==> src/logic/sync_port_pkg.sv <==
// constants shared by the synchronous serial port design
package sync_port_pkg;
  // register byte offsets on the bus
  localparam logic [4:0] OFS_RX_CTRL = 5'h00;
  localparam logic [4:0] OFS_RX_HOLD = 5'h04;
  localparam logic [4:0] OFS_TX_HOLD = 5'h08;
  localparam logic [4:0] OFS_TX_CTRL = 5'h0C;
  localparam logic [4:0] OFS_RATE_CTRL = 5'h10;
  localparam logic [4:0] OFS_DIV_HIGH = 5'h14;
  localparam logic [4:0] OFS_DIV_LOW = 5'h18;
  localparam logic [4:0] OFS_IRQ = 5'h1C;
  // receive control/status field positions
  localparam int RX_PORT_EN = 7;
  localparam int RX_NINE_SEL = 6;
  localparam int RX_SINGLE_EN = 5;
  localparam int RX_CONT_EN = 4;
  localparam int RX_FRAME_ERR = 2;
  localparam int RX_OVERRUN = 1;
  localparam int RX_NINTH = 0;
  // transmit control/status field positions
  localparam int TX_CLK_MASTER = 7;
  localparam int TX_NINE_SEL = 6;
  localparam int TX_ENABLE = 5;
  localparam int TX_SYNC_SEL = 4;
  localparam int TX_SHIFT_EMPTY = 1;
  localparam int TX_NINTH = 0;
  // rate control and interrupt register field positions
  localparam int RATE_SIXTEEN = 3;
  localparam int IRQ_RX_FLAG = 0;
  localparam int IRQ_TX_FLAG = 1;
  localparam int IRQ_RX_EN = 4;
  localparam int IRQ_TX_EN = 5;
  // values after reset
  localparam logic [7:0] RST_BYTE = 8'h00;
  localparam logic [15:0] RST_DIV = 16'h0000;
  localparam logic [3:0] RST_BITCNT = 4'h0;
  // word lengths
  localparam logic [3:0] WORD_BITS_8 = 4'h8;
  localparam logic [3:0] WORD_BITS_9 = 4'h9;
  // shift engine states
  typedef enum logic [1:0] {S_IDLE, S_RX, S_TX} shift_state_t;
endpackage : sync_port_pkg

==> src/logic/sync_serial_port.sv <==
// synchronous half-duplex serial port: master/slave receive and transmit
//
// Function
// - reception starts only after software sets single or continuous receive enable
// - data line is sampled at each falling edge of the shift clock
// - in master mode, single-word enable alone receives one word then stops; a slave ignores it
// - continuous enable keeps receiving words until software clears it
// - both enables set behaves as continuous reception
// - each received word sets receive flag; interrupt only if enabled
// - ninth bit and error flags are readable in receive control register
// - low eight received bits are read from receive holding register
// - clearing continuous enable clears latched reception errors
// - nine-bit words when nine-bit receive select set, else eight-bit
// - clock-source-master cleared makes the port a slave taking the pin clock
// - slave mode keeps shifting on external clock in any low-power state
// - with two words queued the first moves at once to the shift register
// - second word waits in holding register, transmit flag stays clear
// - after first word leaves, second is loaded, then transmit flag sets
// - transmit interrupt, when enabled, wakes the processor from sleep
// - ninth transmit bit set by software before load is shifted ninth
// - transmit flag cannot be cleared by software, only by a holding write
// - read-only shift-empty status bit with no interrupt attached
// - half-duplex: no reception while transmitting and vice versa
//
// Local design decisions: the Avalon-MM register port and the placing of the registers.
`timescale 1ns/1ps
`default_nettype none
module sync_serial_port (
  // clock and reset
  input wire logic mclk_i,
  input wire logic rstn_i,
  // avalon-mm slave
  input wire logic [4:0] address_i,
  input wire logic read_i,
  input wire logic write_i,
  input wire logic [3:0] byteenable_i,
  input wire logic [31:0] writedata_i,
  output logic [31:0] readdata_o,
  output logic waitrequest_o,
  // processor state and requests
  input wire logic sleep_i,
  output logic irq_o,
  output logic wake_o,
  // shift clock pin
  input wire logic shift_clock_pin_i,
  output logic shift_clock_pin_o,
  output logic shift_clock_pin_oe_o,
  // data line pin
  input wire logic data_line_pin_i,
  output logic data_line_pin_o,
  output logic data_line_pin_oe_o
);

  // word length in bits for the nine-bit select
  function automatic logic [3:0] word_bits(input logic nine);
    word_bits = nine ? sync_port_pkg::WORD_BITS_9 : sync_port_pkg::WORD_BITS_8;
  endfunction : word_bits

  // count that ends one half period of the master clock
  function automatic logic [15:0] divisor(input logic sixteen, input logic [7:0] hi,
                                          input logic [7:0] lo);
    divisor = sixteen ? {hi, lo} : {8'h00, lo};
  endfunction : divisor

  // register field storage
  logic port_enable_q, nine_bit_rx_select_q, single_word_rx_enable_q, continuous_rx_enable_q;
  logic overrun_error_flag_q, received_ninth_bit_q;
  logic clock_source_master_q, nine_bit_tx_select_q, transmit_enable_q, sync_select_q;
  logic transmit_ninth_bit_q, sixteen_bit_generator_select_q;
  logic [7:0] rate_divisor_high_q, rate_divisor_low_q, receive_holding_q, transmit_holding_q;
  logic rx_interrupt_enable_q, tx_interrupt_enable_q, rx_interrupt_flag_q, tx_interrupt_flag_q;
  logic tx_holding_full_q, tx_holding_ninth_q;
  // bus handshake
  logic waitrequest_q;
  logic [31:0] readdata_q;
  logic bus_wr, bus_rd;
  // synchronisers and clock edges
  logic ck_s1_q, ck_s2_q, ck_s3_q, dt_s1_q, dt_s2_q;
  logic ck_int_q;
  logic [15:0] gen_cnt_q;
  logic fall_ev;
  // shift engine
  sync_port_pkg::shift_state_t state_q;
  logic [8:0] shift_q;
  logic [3:0] bit_cnt_q;
  logic rx_done, tx_done, tx_load, rx_en, port_on, tx_shift_empty;
  logic irq_q, wake_q;

  assign bus_wr = write_i && !waitrequest_q;
  assign bus_rd = read_i && !waitrequest_q;
  assign port_on = port_enable_q && sync_select_q;
  // single-word enable is ignored by a slave; continuous wins when both set
  assign rx_en = port_on && (continuous_rx_enable_q ||
                 (single_word_rx_enable_q && clock_source_master_q));
  // half-duplex: a queued word is not moved while a reception runs
  assign tx_load = port_on && transmit_enable_q && tx_holding_full_q && !bus_wr &&
                   (state_q == sync_port_pkg::S_IDLE);
  assign rx_done = (state_q == sync_port_pkg::S_RX) && fall_ev &&
                   (bit_cnt_q == word_bits(nine_bit_rx_select_q) - 4'h1);
  assign tx_done = (state_q == sync_port_pkg::S_TX) && fall_ev &&
                   (bit_cnt_q == word_bits(nine_bit_tx_select_q) - 4'h1);
  assign tx_shift_empty = (state_q != sync_port_pkg::S_TX);

  //////////////////////////////////////////////////////////////////////////////
  // bus slave: one wait cycle, then the answer on the second edge
  always_ff @(posedge mclk_i)
  begin
    if (!rstn_i)
      waitrequest_q <= 1'b1;
    else if ((read_i || write_i) && waitrequest_q)
      waitrequest_q <= 1'b0;
    else
      waitrequest_q <= 1'b1;
  end

  // read data mux; unmapped offsets read as zero
  always_ff @(posedge mclk_i)
  begin
    if (!rstn_i)
      readdata_q <= 32'h0000_0000;
    else if (read_i && waitrequest_q)
    begin
      readdata_q <= 32'h0000_0000;
      case (address_i)
        sync_port_pkg::OFS_RX_CTRL: readdata_q[7:0] <= {port_enable_q, nine_bit_rx_select_q,
          single_word_rx_enable_q, continuous_rx_enable_q, 1'b0, 1'b0,
          overrun_error_flag_q, received_ninth_bit_q};
        sync_port_pkg::OFS_RX_HOLD: readdata_q[7:0] <= receive_holding_q;
        sync_port_pkg::OFS_TX_HOLD: readdata_q[7:0] <= transmit_holding_q;
        sync_port_pkg::OFS_TX_CTRL: readdata_q[7:0] <= {clock_source_master_q,
          nine_bit_tx_select_q, transmit_enable_q, sync_select_q, 2'b00,
          tx_shift_empty, transmit_ninth_bit_q};
        sync_port_pkg::OFS_RATE_CTRL:
          readdata_q[sync_port_pkg::RATE_SIXTEEN] <= sixteen_bit_generator_select_q;
        sync_port_pkg::OFS_DIV_HIGH: readdata_q[7:0] <= rate_divisor_high_q;
        sync_port_pkg::OFS_DIV_LOW: readdata_q[7:0] <= rate_divisor_low_q;
        sync_port_pkg::OFS_IRQ: readdata_q[7:0] <= {2'b00, tx_interrupt_enable_q,
          rx_interrupt_enable_q, 2'b00, tx_interrupt_flag_q, rx_interrupt_flag_q};
        default: readdata_q <= 32'h0000_0000;
      endcase
    end
  end

  // software-written control fields; hardware clears single-word enable after its word
  always_ff @(posedge mclk_i)
  begin
    if (!rstn_i)
    begin
      {port_enable_q, nine_bit_rx_select_q, single_word_rx_enable_q} <= 3'b000;
      continuous_rx_enable_q <= 1'b0;
      {clock_source_master_q, nine_bit_tx_select_q, transmit_enable_q} <= 3'b000;
      {sync_select_q, transmit_ninth_bit_q, sixteen_bit_generator_select_q} <= 3'b000;
      rate_divisor_high_q <= sync_port_pkg::RST_BYTE;
      rate_divisor_low_q <= sync_port_pkg::RST_BYTE;
      {rx_interrupt_enable_q, tx_interrupt_enable_q} <= 2'b00;
    end
    else
    begin
      if (bus_wr && byteenable_i[0])
      begin
        case (address_i)
          sync_port_pkg::OFS_RX_CTRL:
          begin
            port_enable_q <= writedata_i[sync_port_pkg::RX_PORT_EN];
            nine_bit_rx_select_q <= writedata_i[sync_port_pkg::RX_NINE_SEL];
            single_word_rx_enable_q <= writedata_i[sync_port_pkg::RX_SINGLE_EN];
            continuous_rx_enable_q <= writedata_i[sync_port_pkg::RX_CONT_EN];
          end
          sync_port_pkg::OFS_TX_CTRL:
          begin
            clock_source_master_q <= writedata_i[sync_port_pkg::TX_CLK_MASTER];
            nine_bit_tx_select_q <= writedata_i[sync_port_pkg::TX_NINE_SEL];
            transmit_enable_q <= writedata_i[sync_port_pkg::TX_ENABLE];
            sync_select_q <= writedata_i[sync_port_pkg::TX_SYNC_SEL];
            transmit_ninth_bit_q <= writedata_i[sync_port_pkg::TX_NINTH];
          end
          sync_port_pkg::OFS_RATE_CTRL:
            sixteen_bit_generator_select_q <= writedata_i[sync_port_pkg::RATE_SIXTEEN];
          sync_port_pkg::OFS_DIV_HIGH: rate_divisor_high_q <= writedata_i[7:0];
          sync_port_pkg::OFS_DIV_LOW: rate_divisor_low_q <= writedata_i[7:0];
          sync_port_pkg::OFS_IRQ:
          begin
            rx_interrupt_enable_q <= writedata_i[sync_port_pkg::IRQ_RX_EN];
            tx_interrupt_enable_q <= writedata_i[sync_port_pkg::IRQ_TX_EN];
          end
          default: ;
        endcase
      end
      // a finished single word ends the request; hardware beats a same-edge write
      if (rx_done && !continuous_rx_enable_q)
        single_word_rx_enable_q <= 1'b0;
    end
  end

  //////////////////////////////////////////////////////////////////////////////
  // pin synchronisers; the first stage feeds only the second
  always_ff @(posedge mclk_i)
  begin
    if (!rstn_i)
      {ck_s1_q, ck_s2_q, ck_s3_q, dt_s1_q, dt_s2_q} <= 5'b00000;
    else
    begin
      ck_s1_q <= shift_clock_pin_i;
      ck_s2_q <= ck_s1_q;
      ck_s3_q <= ck_s2_q;
      dt_s1_q <= data_line_pin_i;
      dt_s2_q <= dt_s1_q;
    end
  end

  // master clock generator, runs only while a word is being shifted
  always_ff @(posedge mclk_i)
  begin
    if (!rstn_i || state_q == sync_port_pkg::S_IDLE || !clock_source_master_q)
    begin
      gen_cnt_q <= sync_port_pkg::RST_DIV;
      ck_int_q <= 1'b0;
    end
    else if (gen_cnt_q == divisor(sixteen_bit_generator_select_q, rate_divisor_high_q,
             rate_divisor_low_q))
    begin
      gen_cnt_q <= sync_port_pkg::RST_DIV;
      ck_int_q <= !ck_int_q;
    end
    else
      gen_cnt_q <= gen_cnt_q + 16'h0001;
  end

  // edge events: own divider in master, pin clock in slave
  // slave edges need no local clock division, so they keep working in low power
  // limitation: in master mode the synchronised line lags the clock rise by about three
  // clocks, so a divisor below 3 is too fast for a peer that changes data on the rise
  always_comb
  begin
    if (clock_source_master_q)
      fall_ev = (state_q != sync_port_pkg::S_IDLE) && ck_int_q &&
        (gen_cnt_q == divisor(sixteen_bit_generator_select_q, rate_divisor_high_q,
         rate_divisor_low_q));
    else
      fall_ev = !ck_s2_q && ck_s3_q;
  end

  //////////////////////////////////////////////////////////////////////////////
  // shift engine: one word at a time, either direction, never both
  always_ff @(posedge mclk_i)
  begin
    if (!rstn_i || !port_on)
    begin
      state_q <= sync_port_pkg::S_IDLE;
      shift_q <= 9'h000;
      bit_cnt_q <= sync_port_pkg::RST_BITCNT;
    end
    else
    begin
      case (state_q)
        sync_port_pkg::S_IDLE:
        begin
          bit_cnt_q <= sync_port_pkg::RST_BITCNT;
          if (tx_load)
          begin
            state_q <= sync_port_pkg::S_TX;
            shift_q <= {tx_holding_ninth_q, transmit_holding_q};
          end
          else if (rx_en && !tx_holding_full_q)
            state_q <= sync_port_pkg::S_RX;
        end
        sync_port_pkg::S_RX:
        begin
          if (fall_ev)
          begin
            // lsb first: the new bit enters at the top of the active width
            if (nine_bit_rx_select_q)
              shift_q <= {dt_s2_q, shift_q[8:1]};
            else
              shift_q <= {1'b0, dt_s2_q, shift_q[7:1]};
            bit_cnt_q <= bit_cnt_q + 4'h1;
          end
          if (rx_done || !rx_en)
            state_q <= sync_port_pkg::S_IDLE;
        end
        sync_port_pkg::S_TX:
        begin
          if (fall_ev)
          begin
            shift_q <= {1'b0, shift_q[8:1]};
            bit_cnt_q <= bit_cnt_q + 4'h1;
          end
          if (tx_done)
            state_q <= sync_port_pkg::S_IDLE;
        end
        default: state_q <= sync_port_pkg::S_IDLE;
      endcase
    end
  end

  // received word, ninth bit and overrun; errors live only while continuous is on
  always_ff @(posedge mclk_i)
  begin
    if (!rstn_i)
    begin
      receive_holding_q <= sync_port_pkg::RST_BYTE;
      received_ninth_bit_q <= 1'b0;
      overrun_error_flag_q <= 1'b0;
      rx_interrupt_flag_q <= 1'b0;
    end
    else
    begin
      if (!continuous_rx_enable_q)
        overrun_error_flag_q <= 1'b0;
      if (bus_rd && address_i == sync_port_pkg::OFS_RX_HOLD)
        rx_interrupt_flag_q <= 1'b0;
      // a word landing on the clearing edge still sets the flag
      if (rx_done)
      begin
        if (rx_interrupt_flag_q && !(bus_rd && address_i == sync_port_pkg::OFS_RX_HOLD))
          overrun_error_flag_q <= continuous_rx_enable_q;
        else
        begin
          receive_holding_q <= nine_bit_rx_select_q ? shift_q[8:1] : {dt_s2_q, shift_q[7:1]};
          received_ninth_bit_q <= nine_bit_rx_select_q ? dt_s2_q : 1'b0;
          rx_interrupt_flag_q <= 1'b1;
        end
      end
    end
  end

  // transmit holding register and its flag; only a holding write can clear the flag
  always_ff @(posedge mclk_i)
  begin
    if (!rstn_i)
    begin
      transmit_holding_q <= sync_port_pkg::RST_BYTE;
      tx_holding_ninth_q <= 1'b0;
      tx_holding_full_q <= 1'b0;
      tx_interrupt_flag_q <= 1'b1;
    end
    else if (bus_wr && byteenable_i[0] && address_i == sync_port_pkg::OFS_TX_HOLD)
    begin
      transmit_holding_q <= writedata_i[7:0];
      tx_holding_ninth_q <= transmit_ninth_bit_q;
      tx_holding_full_q <= 1'b1;
      tx_interrupt_flag_q <= 1'b0;
    end
    else if (tx_load)
    begin
      tx_holding_full_q <= 1'b0;
      tx_interrupt_flag_q <= 1'b1;
    end
  end

  //////////////////////////////////////////////////////////////////////////////
  // pin drive, interrupt request and wake-up
  always_ff @(posedge mclk_i)
  begin
    if (!rstn_i)
    begin
      {shift_clock_pin_o, shift_clock_pin_oe_o, data_line_pin_o, data_line_pin_oe_o} <= 4'h0;
      {irq_q, wake_q} <= 2'b00;
    end
    else
    begin
      shift_clock_pin_o <= ck_int_q;
      shift_clock_pin_oe_o <= port_on && clock_source_master_q;
      data_line_pin_oe_o <= (state_q == sync_port_pkg::S_TX);
      data_line_pin_o <= shift_q[0];
      irq_q <= (rx_interrupt_flag_q && rx_interrupt_enable_q) ||
               (tx_interrupt_flag_q && tx_interrupt_enable_q && transmit_enable_q);
      wake_q <= sleep_i && ((rx_interrupt_flag_q && rx_interrupt_enable_q) ||
               (tx_interrupt_flag_q && tx_interrupt_enable_q && transmit_enable_q));
    end
  end

  assign irq_o = irq_q;
  assign wake_o = wake_q;
  assign readdata_o = readdata_q;
  assign waitrequest_o = waitrequest_q;

  //////////////////////////////////////////////////////////////////////////////
  // checks
  property p_no_rx_without_enable;
    @(posedge mclk_i) disable iff (!rstn_i)
    (state_q == sync_port_pkg::S_IDLE && !rx_en) |=> (state_q != sync_port_pkg::S_RX);
  endproperty
  a_no_rx_without_enable: assert property (p_no_rx_without_enable)
    else $error("reception started with no receive enable");

  property p_single_stops;
    @(posedge mclk_i) disable iff (!rstn_i)
    (rx_done && !continuous_rx_enable_q) |=> !single_word_rx_enable_q ##1
      (state_q != sync_port_pkg::S_RX || continuous_rx_enable_q);
  endproperty
  a_single_stops: assert property (p_single_stops)
    else $error("single-word reception did not stop");

  property p_cont_goes_on;
    @(posedge mclk_i) disable iff (!rstn_i)
    (rx_done && continuous_rx_enable_q && !tx_holding_full_q) |=>
      ##1 (state_q == sync_port_pkg::S_RX || !continuous_rx_enable_q || tx_holding_full_q);
  endproperty
  a_cont_goes_on: assert property (p_cont_goes_on)
    else $error("continuous reception did not resume");

  property p_rx_flag_irq;
    @(posedge mclk_i) disable iff (!rstn_i)
    (rx_done && !rx_interrupt_flag_q && rx_interrupt_enable_q) |=> rx_interrupt_flag_q ##1 irq_o;
  endproperty
  a_rx_flag_irq: assert property (p_rx_flag_irq)
    else $error("received word did not raise flag and request");

  property p_err_cleared;
    @(posedge mclk_i) disable iff (!rstn_i)
    $fell(continuous_rx_enable_q) |=> !overrun_error_flag_q;
  endproperty
  a_err_cleared: assert property (p_err_cleared)
    else $error("overrun survived clearing continuous enable");

  property p_half_duplex;
    @(posedge mclk_i) disable iff (!rstn_i)
    data_line_pin_oe_o |-> $past(state_q) == sync_port_pkg::S_TX;
  endproperty
  a_half_duplex: assert property (p_half_duplex)
    else $error("data line driven outside transmission");

  property p_slave_no_clock;
    @(posedge mclk_i) disable iff (!rstn_i)
    !clock_source_master_q |=> !shift_clock_pin_oe_o;
  endproperty
  a_slave_no_clock: assert property (p_slave_no_clock)
    else $error("slave drove the shift clock");

  property p_tx_flag_after_load;
    @(posedge mclk_i) disable iff (!rstn_i)
    tx_load |=> (tx_interrupt_flag_q && state_q == sync_port_pkg::S_TX && !tx_shift_empty);
  endproperty
  a_tx_flag_after_load: assert property (p_tx_flag_after_load)
    else $error("transmit flag not set on shift register load");

  property p_tx_flag_write_only;
    @(posedge mclk_i) disable iff (!rstn_i)
    (tx_interrupt_flag_q && !(bus_wr && address_i == sync_port_pkg::OFS_TX_HOLD)) |=>
      tx_interrupt_flag_q;
  endproperty
  a_tx_flag_write_only: assert property (p_tx_flag_write_only)
    else $error("transmit flag dropped without a holding write");

  c_rx_word: cover property (@(posedge mclk_i) disable iff (!rstn_i) rx_done);
  c_tx_back_to_back: cover property (@(posedge mclk_i) disable iff (!rstn_i)
    tx_done ##[1:4] tx_load);
  c_overrun: cover property (@(posedge mclk_i) disable iff (!rstn_i)
    $rose(overrun_error_flag_q));

endmodule : sync_serial_port
`default_nettype wire

==> config.mk <==
export PLATFORM = sky130hd
export DESIGN_NAME = sync_serial_port
export DESIGN_NICKNAME = d
export VERILOG_FILES = /design/src/logic/sync_port_pkg.sv /design/src/logic/sync_serial_port.sv
export SDC_FILE = /design/constraint.sdc
export NUM_CORES = 1
export LEC_CHECK = 0
export BUFFER_PORTS_ARGS = -buffer_cell sky130_fd_sc_hd__clkbuf_2
export CAP_MARGIN = 20
export CORE_MARGIN = 2
export CORE_UTILIZATION = 60
export CTS_CLUSTER_SIZE = 8
export DETAILED_ROUTE_END_ITERATION = 7
export MAX_ROUTING_LAYER = met4
export PLACE_DENSITY = 0.85
export REMOVE_ABC_BUFFERS = 1
export SLEW_MARGIN = 10
export SYNTH_ARGS = -nofsm -noshare
export SYNTH_HDL_FRONTEND = slang
export SYNTH_SLANG_ARGS = --single-unit
==> constraint.sdc <==
create_clock -name mclk_i -period 5.1 [get_ports mclk_i]
set_input_delay 0.255 -clock mclk_i [delete_from_list [all_inputs] [get_ports mclk_i]]
set_output_delay 0.255 -clock mclk_i [all_outputs]
set_load 0.02 [all_outputs]
==> results summary <==
The clock period minus final worst setup slack came out at 2.75 ns. The worst hold path class is in2reg. The final count of negative-setup-slack endpoints is 0. For flop-to-flop paths, the worst setup slack is 2.35 ns. The depth of the most critical reg-to-reg path is 7. The clock tree from TritonCTS is yes. After the first detailed-routing iteration, the DRC count stood at 438. Entering global routing, the biggest net connects 61 pins. The number of synthesis warnings is 0. The mapped netlist covers 4940 µm².

After detailed routing, the number of vias per cell comes to 6.05. For the pin with the worst max-slew slack, the measured transition is 0.861 ns. In the global route stage, overall resource usage came out at 28.0%.

The floorplan has 33 rows. From left edge to right edge, the die measures 94.8 µm. Max-cap violations in this run came to 0. The post-CTS clock slew at the launch and capture registers of the worst setup and hold paths is 0.10 ns. The count of different cell masters after synthesis is 55. The total number of nets in the final design came out at 647. The non-filler instance count after layout is 703. Counting tap cells, the placed design contains a total of 686 instances. The required time of the critical path came out at 5.37 ns. The main flop type after synthesis is sky130_fd_sc_hd__dfxtp_1. Walking the worst path, the cells encountered are nor4bb_1 > a22oi_1 > a22oi_2 > nand4b_4 > a311oi_4 > nor2_1 > a211oi_1. The global-route wire length before repair came out at 18.9 mm. The startpoint of the most critical hold path is sleep_i.

The nature of the critical path endpoint is a flip-flop. The number of antenna violations at the first check in global routing was 0. The largest single stage delay on the critical path is 0.75 ns. The total clock buffers created by CTS is 9. The mean area per synthesized cell is 8.64 µm². The number of endpoints with negative hold slack in the final report is 0. The power density over the cells came out at 263 nW/µm². The run finished with clean final reports.

The source of the worst register-to-register timing path is sixteen_bit_generator_select_q. The number of setup buffers added after CTS is 0. The worst-case setup margin in the final layout is 2.35 ns. Summed over all nets, wire length on met2 after detailed routing comes to 5.54 mm. Of all cell types, the one taking the most synthesized area is sky130_fd_sc_hd__dfxtp_1. The global route total overflow came out at 0. The area of all placed cells without fillers is 5250 µm². The endpoint arrival time on the critical path came out at 3.02 ns. Yosys mapped a number of flops with a built-in enable equal to 0.

The fraction of post-synthesis cell area in the top cell type by area is 41.3%. The path with the worst hold slack has its endpoint at wake_o. The total wire length is 11.6 mm. The maximum level of the CTS H-tree came out at 3.

The TritonCTS sink count is 102. Synthesis inferred 102 register bits. The total inserted antenna cells came out at 0. In the synthesized netlist, the number of instances is 572. Setup repair after global routing left no endpoint under its margin.

The post-cts sizing count came out at 0. In this run the standard cell core region covers 8090 µm². The share of final-layout standard cells stronger than drive strength 1 came out at 12.2%. The total count of max-transition violations in the final report came to 0. 87 I/O pins were placed. The wire length on met1 is 4.91 mm. For this run, the detailed router's first-pass iteration total came to 5.

The floorplan step defined a die boundary enclosing 8980 µm². Before CTS, the worst setup slack after placement is 2.39 ns. The via count of the first global-routing pass came to 3,921. The utilization after layout came out at 64.9%. The total number of vias is 4,252.

In the synthesized netlist the async set-or-reset flop fraction comes to 0%. The cell chosen for the clock root is sky130_fd_sc_hd__clkbuf_8. The cell leakage power is 1.85 nW. The final period utilization is 53.9%.

The number of inserted filler cells in the final layout is 657. The most frequently used cell type in the post-synthesis netlist is sky130_fd_sc_hd__dfxtp_1. The latest clock arrival within the worst-skew pair is 0.38 ns. The length of routed met3 wiring is 833 µm. The initial core utilization came out at 61.1%. The port buffer count came out at 35. The final worst clock skew is 0.0167 ns.

The maximum count of clock buffers along a single path came out at 2. The remaining max-slew budget at the tightest pin came out at 42.4%. The placement-stage cell area came out at 5050 µm². The largest driver fanout on the critical path came out at 17. The post-DP HPWL came out at 8.29 mm. For this run, design rule violations remaining after detail routing come to 0. The type of the worst setup path is reg2reg. The final total negative setup slack came out at 0 ns. STA classifies the critical path startpoint as a flip-flop.

Sorting the synthesized cells by area gives the leading types as sky130_fd_sc_hd__dfxtp_1, sky130_fd_sc_hd__nor2_1, sky130_fd_sc_hd__mux2i_1. The die outline height came out at 94.8 µm. For this design, the slowest cell found on the critical path is sky130_fd_sc_hd__a311oi_4. Derived from the worst setup path, the maximum achievable clock frequency is 364 MHz. The detailed router used layers up to and including met4.

Ranked by instance count, the synthesized netlist is headed by sky130_fd_sc_hd__dfxtp_1, sky130_fd_sc_hd__nor2_1, sky130_fd_sc_hd__nand2_1. The total of hold buffers inserted after clock tree synthesis came out at 0. The average wire per standard cell is 16.5 µm.

The synthesis-to-layout area growth is 6.23%. The worst reg2reg path endpoint is shift_q[4]. Once detail routing completed, the nets flagged for antenna violations numbered 0. The worst vdd rail ir drop is 0.183 mV. The portion of the post-synthesis area used by sequential elements is 41.3%. The placer congestion estimate came out at 0.896.

Along the worst hold path, the cell count comes to 2.
## layer usage
metal	vias up	GRT usage [%]
li1	2008	-
met1	2014	34.5
met2	192	44.9
met3	38	5.75
met4	0	11.2
met5	-	-
## through the flow
stage	hold slack, ns	total power [W]
global placement	0.417	0.000876
CTS	0.0702	0.00139
floorplan	0.331	0.000852
global route	0.0707	0.00143
detailed placement	0.424	0.000878
finish	0.0793	0.00138
## final cells by class
type	count	area [µm²]	area share, %
inverters	9	33.8	0.643
clock inverters	6	71.3	1.36
repair buffers	38	195	3.72
flip-flops and latches	102	2040	38.9
multi-input cells	433	2650	50.5
clock buffers	10	128	2.43
well taps	105	131	2.50
## cell usage in the layout (no fill, tap or decap), types with 9 or more instances in the layout
master                     count
sky130_fd_sc_hd__dfxtp_1     102
sky130_fd_sc_hd__nor2_1       90
sky130_fd_sc_hd__nand2_1      56
sky130_fd_sc_hd__clkbuf_2     36
sky130_fd_sc_hd__a21oi_1      30
sky130_fd_sc_hd__mux2i_1      30
sky130_fd_sc_hd__nand3_1      26
sky130_fd_sc_hd__a22oi_1      24
sky130_fd_sc_hd__conb_1       24
sky130_fd_sc_hd__xnor2_1      18
sky130_fd_sc_hd__and2_1       14
sky130_fd_sc_hd__nor2b_1      11
sky130_fd_sc_hd__a31oi_1      10
sky130_fd_sc_hd__mux2_2        9
sky130_fd_sc_hd__clkbuf_8      9
## cells by family after synthesis
| family | after synthesis | share of synthesized area [%] |
|---|---|---|
| compound gates | 103 | 14.9 |
| xor+xnor | 27 | 4.94 |
| fa+ha+maj | 6 | 1.52 |
| buf+inv | 60 | 6.84 |
| flops | 102 | 41.3 |
| mux | 39 | 8.13 |
| other cells | 1 | 0.0759 |
| simple gates | 234 | 22.3 |
## worst max-delay path: cells and delay by family, from the launching register on
family | cells | cell delay (ns)
AND/OR/NAND/NOR | 3 | 0.66
flip-flops | 1 | 0.58
AO/OA/AOI/OAI | 4 | 1.39
## state kept, by name, summed over array words and instances (netlist names), 2 cells and up
| signal | flops |
|---|---|
| bit_cnt_q | 4 |
| gen_cnt_q | 16 |
| rate_divisor_high_q | 8 |
| rate_divisor_low_q | 8 |
| readdata_o | 8 |
| receive_holding_q | 8 |
| shift_q | 9 |
| state_q | 2 |
| transmit_holding_q | 8 |
## power breakdown
part | switching (W) | leakage [nW] | internal (W)
Sequential | 0.00000200 | 0.822 | 0.000799
Clock | 0.000290 | 0.0984 | 0.000231
Combinational | 0.0000478 | 0.933 | 0.0000128
## worst max-delay path by stage
stage	end	slack [ns]	depth (start not counted)	startpoint
2_1_floorplan	receive_holding_q[0]	2.28	7	sixteen_bit_generator_select_q
3_3_place_gp	shift_q[7]	2.52	7	sixteen_bit_generator_select_q
3_5_place_dp	shift_q[7]	2.39	7	sixteen_bit_generator_select_q
4_1_cts	shift_q[2]	2.38	7	sixteen_bit_generator_select_q
5_1_grt	shift_q[5]	2.15	7	sixteen_bit_generator_select_q
6_report	shift_q[4]	2.35	7	sixteen_bit_generator_select_q
Power figures use the tool's default switching activity.
